**src/inc/drrb_pkg.sv**
```systemverilog
// Constants of the dual regulator register bank
package drrb_pkg;
	// ****************************************
	// Register offsets
	// ****************************************
	localparam logic [7:0] ADDR_DEVICE_REVISION_ID = 8'h00;
	localparam logic [7:0] ADDR_OTP_VER = 8'h01;
	localparam logic [7:0] ADDR_REG0_CTRL = 8'h02;
	localparam logic [7:0] ADDR_OUT1_DLY = 8'h10;
	localparam logic [7:0] ADDR_OUT2_DLY = 8'h11;
	localparam logic [7:0] ADDR_GENERAL_OUTPUT_CONTROL = 8'h12;
	localparam logic [7:0] ADDR_CONFIG = 8'h13;
	localparam logic [7:0] ADDR_CLK_SYNC = 8'h14;
	localparam logic [7:0] ADDR_PG_CTRL1 = 8'h15;
	localparam logic [7:0] ADDR_PG_CTRL2 = 8'h16;
	localparam logic [7:0] ADDR_POWER_GOOD_FAULT_STATUS = 8'h17;
	localparam logic [7:0] ADDR_SW_RESET = 8'h18;
	localparam logic [7:0] ADDR_INT_TOP1 = 8'h19;
	localparam logic [7:0] ADDR_INT_TOP2 = 8'h1A;
	localparam logic [7:0] ADDR_INT_REG = 8'h1B;
	localparam logic [7:0] ADDR_TOP_STAT = 8'h1D;
	localparam logic [7:0] ADDR_REG_STAT = 8'h1E;
	localparam logic [7:0] ADDR_MASK_TOP1 = 8'h20;
	localparam logic [7:0] ADDR_MASK_TOP2 = 8'h21;
	localparam logic [7:0] ADDR_MASK_REG = 8'h22;
	localparam logic [7:0] ADDR_LOAD_SEL = 8'h24;
	localparam logic [7:0] ADDR_LOAD_HI = 8'h25;
	localparam logic [7:0] ADDR_LOAD_LO = 8'h26;
	localparam int REG_SLOTS = 64;
	// ****************************************
	// Field positions
	// ****************************************
	localparam int CTRL_FORCE_PWM = 3;
	localparam int CTRL_DISCHARGE = 2;
	localparam int CTRL_EN_SOURCE = 1;
	localparam int CTRL_SW_ENABLE = 0;
	localparam int PART_ID_MSB = 7;
	localparam int PART_ID_LSB = 6;
	// ****************************************
	// Reset values, writable-bit masks and readable-bit masks
	// ****************************************
	localparam logic [7:0] RST_REG0_CTRL = 8'h04;
	localparam logic [7:0] RST_ZERO = 8'h00;
	localparam logic [7:0] MASK_NONE = 8'h00;
	localparam logic [7:0] MASK_ALL = 8'hFF;
	localparam logic [7:0] MASK_REG0_CTRL = 8'h0F;
	localparam logic [7:0] MASK_GENERAL_OUTPUT_CONTROL = 8'h77;
	localparam logic [7:0] MASK_CONFIG = 8'h7F;
	localparam logic [7:0] MASK_CLK_SYNC = 8'h5F;
	localparam logic [7:0] MASK_PG_CTRL1 = 8'hD3;
	localparam logic [7:0] MASK_PG_CTRL2 = 8'h07;
	localparam logic [7:0] MASK_BIT0 = 8'h01;
	localparam logic [7:0] MASK_INT_TOP1 = 8'hBF;
	localparam logic [7:0] MASK_INT_REG = 8'h77;
	localparam logic [7:0] MASK_MASK_TOP1 = 8'h95;
	localparam logic [7:0] MASK_MASK_REG = 8'hDD;
	localparam logic [7:0] MASK_PART_ID = 8'hC0;
	localparam logic [7:0] MASK_POWER_GOOD_FAULT_STATUS = 8'h03;
	localparam logic [7:0] MASK_TOP_STAT = 8'h9E;
	localparam logic [7:0] MASK_REG_STAT = 8'hDD;
	localparam logic [7:0] MASK_LOAD_HI = 8'h03;
endpackage

```
**src/hdl/drrb_register_bank.sv**
```systemverilog
// Register bank of the dual regulator controller, byte side of the serial slave
// Operation
// - Control bit 3 chooses automatic PFM/PWM at 0 and forced PWM at 1.
// - Control bit 2 enables the output discharge while the regulator is off, reset value 1.
// - Control bit 1 at 0 lets the software bit alone enable, at 1 the pin must also be high.
// - Control bit 0 is the software enable that turns the regulator off at 0 and on at 1.
// - Address one reads a read-only eight-bit memory version code.
// - Bits without a fixed reset value are loaded from the one-time memory after power-up.
// - The index advances by one after each written data byte, reads do not advance it.
`timescale 1ns/10ps
module drrb_register_bank
	import drrb_pkg::*;
#(
	parameter logic [5:0] REV_LOW_BITS = 6'h15 // Arbitrary value
)
(
	input wire logic clk_sys, // 40 MHz system clock
	input wire logic rst_n, // Synchronous reset, active low
	input wire logic busStart, // Pulse: addressed transfer begins
	input wire logic busWrValid, // Pulse: written byte present
	input wire logic [7:0] busWrData, // Written byte
	input wire logic busRdReq, // Pulse: master wants a byte
	output logic [7:0] busRdData, // Byte read back
	output logic busRdValid, // Pulse: busRdData valid
	input wire logic otpWrValid, // Pulse: memory-read state loads a byte
	input wire logic [7:0] otpWrAddr, // Register loaded
	input wire logic [7:0] otpWrData, // Value loaded
	input wire logic enablePin, // External enable pin, asynchronous
	input wire logic [7:0] topEvents1, // Event pulses, top flags 1
	input wire logic [7:0] topEvents2, // Event pulses, top flags 2
	input wire logic [7:0] regEvents, // Event pulses, regulator flags
	input wire logic [7:0] pgFaultIn, // Power-good fault status
	input wire logic [7:0] topStatusIn, // Top status
	input wire logic [7:0] regStatusIn, // Regulator status
	input wire logic [7:0] loadHighIn, // Load current high byte
	input wire logic [7:0] loadLowIn, // Load current low byte
	output logic reg0Enable, // Regulator 0 runs
	output logic reg0ForcePwm, // Regulator 0 forced PWM
	output logic reg0DischargeOn // Regulator 0 discharge path active
);

	// ****************************************
	// Address decoding
	// ****************************************
	function automatic logic [7:0] writeMask(input logic [7:0] a);
		logic [7:0] m;
		m = MASK_NONE;
		unique case (a)
			ADDR_REG0_CTRL: m = MASK_REG0_CTRL;
			ADDR_OUT1_DLY, ADDR_OUT2_DLY: m = MASK_ALL;
			ADDR_GENERAL_OUTPUT_CONTROL: m = MASK_GENERAL_OUTPUT_CONTROL;
			ADDR_CONFIG: m = MASK_CONFIG;
			ADDR_CLK_SYNC: m = MASK_CLK_SYNC;
			ADDR_PG_CTRL1: m = MASK_PG_CTRL1;
			ADDR_PG_CTRL2: m = MASK_PG_CTRL2;
			ADDR_SW_RESET, ADDR_INT_TOP2, ADDR_MASK_TOP2, ADDR_LOAD_SEL: m = MASK_BIT0;
			ADDR_INT_TOP1: m = MASK_INT_TOP1;
			ADDR_INT_REG: m = MASK_INT_REG;
			ADDR_MASK_TOP1: m = MASK_MASK_TOP1;
			ADDR_MASK_REG: m = MASK_MASK_REG;
			default: m = MASK_NONE;
		endcase
		return m;
	endfunction

	function automatic logic isFlag(input logic [7:0] a);
		return (a == ADDR_INT_TOP1) || (a == ADDR_INT_TOP2) || (a == ADDR_INT_REG);
	endfunction

	// The memory-read state may also fill the identity registers
	function automatic logic [7:0] otpMask(input logic [7:0] a);
		logic [7:0] m;
		m = writeMask(a);
		if (a == ADDR_DEVICE_REVISION_ID)
			m = MASK_PART_ID;
		else if (a == ADDR_OTP_VER)
			m = MASK_ALL;
		return m;
	endfunction

	function automatic logic [7:0] resetValue(input int a);
		return (a == int'(ADDR_REG0_CTRL)) ? RST_REG0_CTRL : RST_ZERO;
	endfunction

	// ****************************************
	// Register storage
	// ****************************************
	logic [7:0] regMem [REG_SLOTS];
	logic [7:0] next_regMem [REG_SLOTS];
	logic [7:0] regIndex;
	logic [7:0] next_regIndex;
	logic expectIndex;
	logic pinMeta;
	logic pinSync;

	wire logic hostDataWr = busWrValid && !expectIndex;
	wire logic [7:0] hostMask = writeMask(regIndex);
	wire logic [7:0] otpBits = otpMask(otpWrAddr);
	wire logic [7:0] ctrl = regMem[ADDR_REG0_CTRL[5:0]];

	always_comb
	begin
		for (int i = 0; i < REG_SLOTS; i++)
		begin
			next_regMem[i] = regMem[i];
			if (isFlag(8'(i)))
			begin
				// Write one to clear; a new event in the same cycle still sets
				if (hostDataWr && regIndex == 8'(i))
					next_regMem[i] = regMem[i] & ~(busWrData & hostMask);
				if (8'(i) == ADDR_INT_TOP1)
					next_regMem[i] = next_regMem[i] | (topEvents1 & MASK_INT_TOP1);
				else if (8'(i) == ADDR_INT_TOP2)
					next_regMem[i] = next_regMem[i] | (topEvents2 & MASK_BIT0);
				else
					next_regMem[i] = next_regMem[i] | (regEvents & MASK_INT_REG);
			end
			else if (otpWrValid && otpWrAddr == 8'(i))
				next_regMem[i] = (regMem[i] & ~otpBits) | (otpWrData & otpBits);
			else if (hostDataWr && regIndex == 8'(i))
				next_regMem[i] = (regMem[i] & ~hostMask) | (busWrData & hostMask);
		end
	end

	always_ff @(posedge clk_sys)
	begin
		for (int i = 0; i < REG_SLOTS; i++)
		begin
			if (!rst_n)
				regMem[i] <= resetValue(i);
			else
				regMem[i] <= next_regMem[i];
		end
	end

	// ****************************************
	// Index handling
	// ****************************************
	always_comb
	begin
		next_regIndex = regIndex;
		if (busWrValid && expectIndex)
			next_regIndex = busWrData;
		else if (hostDataWr)
			next_regIndex = 8'(regIndex + 8'h01);
	end

	always_ff @(posedge clk_sys)
	begin
		if (!rst_n)
		begin
			regIndex <= RST_ZERO;
			expectIndex <= 1'b0;
		end
		else
		begin
			regIndex <= next_regIndex;
			if (busStart)
				expectIndex <= 1'b1;
			else if (busWrValid)
				expectIndex <= 1'b0;
		end
	end

	// ****************************************
	// Read path
	// ****************************************
	logic [7:0] readMux;
	always_comb
	begin
		readMux = RST_ZERO;
		unique case (regIndex)
			ADDR_DEVICE_REVISION_ID: readMux = {regMem[ADDR_DEVICE_REVISION_ID[5:0]][PART_ID_MSB:PART_ID_LSB],
				REV_LOW_BITS};
			ADDR_OTP_VER: readMux = regMem[ADDR_OTP_VER[5:0]];
			ADDR_POWER_GOOD_FAULT_STATUS: readMux = pgFaultIn & MASK_POWER_GOOD_FAULT_STATUS;
			ADDR_TOP_STAT: readMux = topStatusIn & MASK_TOP_STAT;
			ADDR_REG_STAT: readMux = regStatusIn & MASK_REG_STAT;
			ADDR_LOAD_HI: readMux = loadHighIn & MASK_LOAD_HI;
			ADDR_LOAD_LO: readMux = loadLowIn;
			default: readMux = regMem[regIndex[5:0]] & writeMask(regIndex);
		endcase
	end

	// Reads leave the index alone, so repeated reads return one register
	always_ff @(posedge clk_sys)
	begin
		if (!rst_n)
		begin
			busRdData <= RST_ZERO;
			busRdValid <= 1'b0;
		end
		else
		begin
			busRdValid <= busRdReq;
			if (busRdReq)
				busRdData <= readMux;
		end
	end

	// ****************************************
	// Regulator 0 control
	// ****************************************
	// Pin is asynchronous: two stages before use
	always_ff @(posedge clk_sys)
	begin
		if (!rst_n)
		begin
			pinMeta <= 1'b0;
			pinSync <= 1'b0;
		end
		else
		begin
			pinMeta <= enablePin;
			pinSync <= pinMeta;
		end
	end

	wire logic enableGate = !ctrl[CTRL_EN_SOURCE] || pinSync;
	assign reg0Enable = ctrl[CTRL_SW_ENABLE] && enableGate;
	assign reg0ForcePwm = ctrl[CTRL_FORCE_PWM];
	assign reg0DischargeOn = ctrl[CTRL_DISCHARGE] && !reg0Enable;
endmodule

```
**config.mk**
```make
export PLATFORM = sky130hd
export DESIGN_NAME = drrb_register_bank
export DESIGN_NICKNAME = d
export VERILOG_FILES = /design/src/inc/drrb_pkg.sv /design/src/hdl/drrb_register_bank.sv
export SDC_FILE = /design/constraint.sdc
export NUM_CORES = 2
export LEC_CHECK = 0
export BUFFER_PORTS_ARGS = -buffer_cell sky130_fd_sc_hd__buf_2
export CORE_MARGIN = 2
export CORE_UTILIZATION = 55
export CTS_BUF_LIST = sky130_fd_sc_hd__clkbuf_16
export CTS_CLUSTER_DIAMETER = 40
export DETAILED_ROUTE_END_ITERATION = 7
export HOLD_SLACK_MARGIN = 0.05
export PLACE_DENSITY = 0.77
export SLEW_MARGIN = 25
export SYNTH_ARGS = -nofsm -noshare
export SYNTH_HDL_FRONTEND = slang
export SYNTH_SLANG_ARGS = --single-unit
```
**constraint.sdc**
```tcl
create_clock -name clk_sys -period 2.6 [get_ports clk_sys]
set_clock_uncertainty 0.15 [all_clocks]
set_input_delay 0.13 -clock clk_sys [delete_from_list [all_inputs] [get_ports clk_sys]]
set_output_delay 0.13 -clock clk_sys [all_outputs]
set_load 0.02 [all_outputs]
```
==> results.md <==
* Outcome: finished with violations
* Failing checks: setup timing
* Core Util, Final at 69.2%
* Number of nets with antenna violations after routing at 0
* Post-synth top cells: 546 x dfxtp_1, 402 x nor2_1, 342 x a21oi_1, 301 x nand2_1, 268 x clkbuf_1
* Synthesized area per cell at 8.42 µm²
* CP endpoint: busRdData[3]
* Hold_ws at 0.0788 ns
* Post-synth EDFFs at 0
* Most used DFF post-synth: dfxtp_1
* Final period util at 109%
* Worst-path clk slew at 0.05 ns
* Total Routed Length at 124000 µm
* Synthesis-to-layout area growth at 24.0%
* Initial antenna violation count at 3
* Reg2Reg Depth at 8
* Post-synth top area share at 38.1%
* Largest net degree at the start of global routing at 200
* Core ar. at 0.0514 mm²
* IO Port Bufs at 79
* YS warnings at 0
* Ys async rst share at 0%
* Remaining global-route overflow at 0
* Startpoint Class: flip-flop
* Vias per cell at 7.09
* CP Class: reg2reg
* Setup crit end kind: flip-flop
* Tot GR Track Use at 44.9%
* Fin cells at 4377
* Unrepaired setup endpoints after global routing: yes
* Max cap viols at 0
* DRC viols at 0
* Top cells by area, synth: dfxtp_1 38%, mux4_2 8.2%, mux2i_1 7.5%
* CTS sink count at 546
* Vias at 31000
* Pwr dens at 630 mW/mm²
* Routability cong. at 1.06
* H-Tree Level Count at 3
* Count leader, synth: dfxtp_1
* Max Clk Rate at 352 MHz
* Placed Cells at 4148
* First-pass GRT wire length at 183000 µm
* Final setup violating endpoints at 9
* Vias in the first global route at 29200
* Io pins at 107
* TritonCTS Buffers at 82
* DP Wirelength at 81100 µm
* IR drop worst, VDD at 0.508 mV
* Longest Clk Path Bufs at 3
* Gate Count Post-Synth at 3410
* Cell area after synthesis at 0.0287 mm²
* Hold Crit Class: in2reg
* DP Worst Slack at -0.582 ns
* Fill count at 3980
* Synth unique cells at 83
* Die area at 0.0540 mm²
* Crit Path Max Fanout at 6
* Slew margin rel. at 28.6%
* Post-synthesis register bit count at 546
* Reg-to-reg setup timing slack at -0.24 ns
* Synth area leader: dfxtp_1
* Iter 0 DRT Violations at 4772
* CP Data Arrival Time at 3.20 ns
* Die X at 232 µm
* Leakage at 12.2 nW
* Wire per inst at 28.4 µm
* Slew @ Worst Pin at 1.07 ns
* Final Hold Fails at 0
* Mapped Nets at 3509
* Effective utilization at floorplan at 55.8%
* Crit path time final at 2.84 ns
* DR pass1 iterations at 6
* CP required at 2.96 ns
* Clock Latency Late Sink at 0.66 ns
* Crit Reg-Reg Endpoint: busRdData[3]
* Sequential share of the synthesized area at 38.1%
* Layout cells sized above 1 at 22.0%
* Max-slew violations at 0
* Rows at 83
* Setup WS post-layout at -0.240 ns
* TritonCTS clock tree: yes
* Nets at 3724
* Overall Power at 22.4 mW
* Die height at 232 µm
* Root buf cell: clkbuf_16
-- how the worst min path moves through the flow --
stage / start / to / slack [ns] / cells past startpoint
after floorplan: busStart / expectIndex / 0.1 / 2
after global placement: enablePin / pinMeta / 0.19 / 2
after detailed placement: enablePin / pinMeta / 0.19 / 2
after CTS: busWrData[2] / regIndex[2] / 0.05 / 6
after global routing: otpWrData[3] / flip-flop / 0.07 / 3
final: busWrData[2] / regIndex[2] / 0.08 / 6
-- cell type report --
cell class	count	area (µm²)	share of cell area, %
multi-input cells	2480	16600	46.8
flip-flops and latches	546	10900	30.8
repair buffers	497	4320	12.1
clock buffers	82	2050	5.77
well taps	680	851	2.39
clock inverters	70	684	1.92
inverters	18	75.1	0.211
diodes	4	10.0	0.0281
-- logic make-up (layout without fill, tap and decap cells) --
group | Yosys count | count (layout) | synth area share [%]
AO/OA/AOI/OAI | 891 | 892 | 19.0
adder cells (fa/ha/maj) | 6 | 6 | 0.244
buffers and inverters | 385 | 667 | 5.51
flip-flops | 546 | 546 | 38.1
multiplexers | 330 | 330 | 16.1
other | 0 | 4 | 0
AND/OR/NAND/NOR | 1252 | 1252 | 21.1
-- metal layers --
layer | wire length, µm | vias up | track usage, %
met2 | 52100 | 2765 | 66.3
li1 | - | 12900 | -
met4 | 9030 | 2 | 27.5
met3 | 18700 | 634 | 13.2
met1 | 44600 | 14700 | 57.9
met5 | 15 | - | 0
-- per-stage QoR --
stage | instance area [µm²] | TNS, ns
after floorplan | 28700 | 0
after global placement | 31600 | -4.75
after detailed placement | 31600 | -4.53
after CTS | 35200 | -0.550
after global routing | 35600 | -1.19
final | 35600 | -1.06
-- where the power goes --
| group | leakage [nW] | internal [mW] | switching [mW] |
|---|---|---|---|
| clock network | 1.34 | 6.59 | 4.50 |
| registers | 4.41 | 8.43 | 0.0702 |
| logic | 6.48 | 0.943 | 1.88 |
-- critical path: stages, from the launching register on --
cell	delay, ns
dfxtp_4	0.41
buf_6	0.13
buf_6	0.10
mux4_2	0.52
mux4_2	0.59
o22ai_4	0.28
nor3_4	0.07
a41oi_4	0.32
o22ai_1	0.13
-- cell usage in the layout, fill, tap and decap left out, types with 42 or more instances in the layout --
cell type      synthesis  final
o21ai_0              232    225
buf_4                 14    303
buf_2                 59     81
nand2_1              301    292
nand4_1              141    141
a21boi_0              42     42
dfxtp_1              546    540
nand3_1               96     95
or3_1                 44     42
mux4_2               104    104
nor2_1               402    396
dlygate4sd3_1          0     56
clkbuf_16              0     83
mux2i_1              215    208
nor3_1                80     74
a21oi_1              342    340
buf_12                 0     44
-- timing repair --
action | in CTS | in global routing
setup endpoints to repair | 55 | 179
hold buffers | 56 | 0
gates cloned | 1 | 4
pin swaps | 9 | 13
hold endpoints to repair | 176 | 0
buffers inserted | 5 | 8
gates resized for setup | 46 | 58
Note: power is estimated with default switching activity, not from simulation.
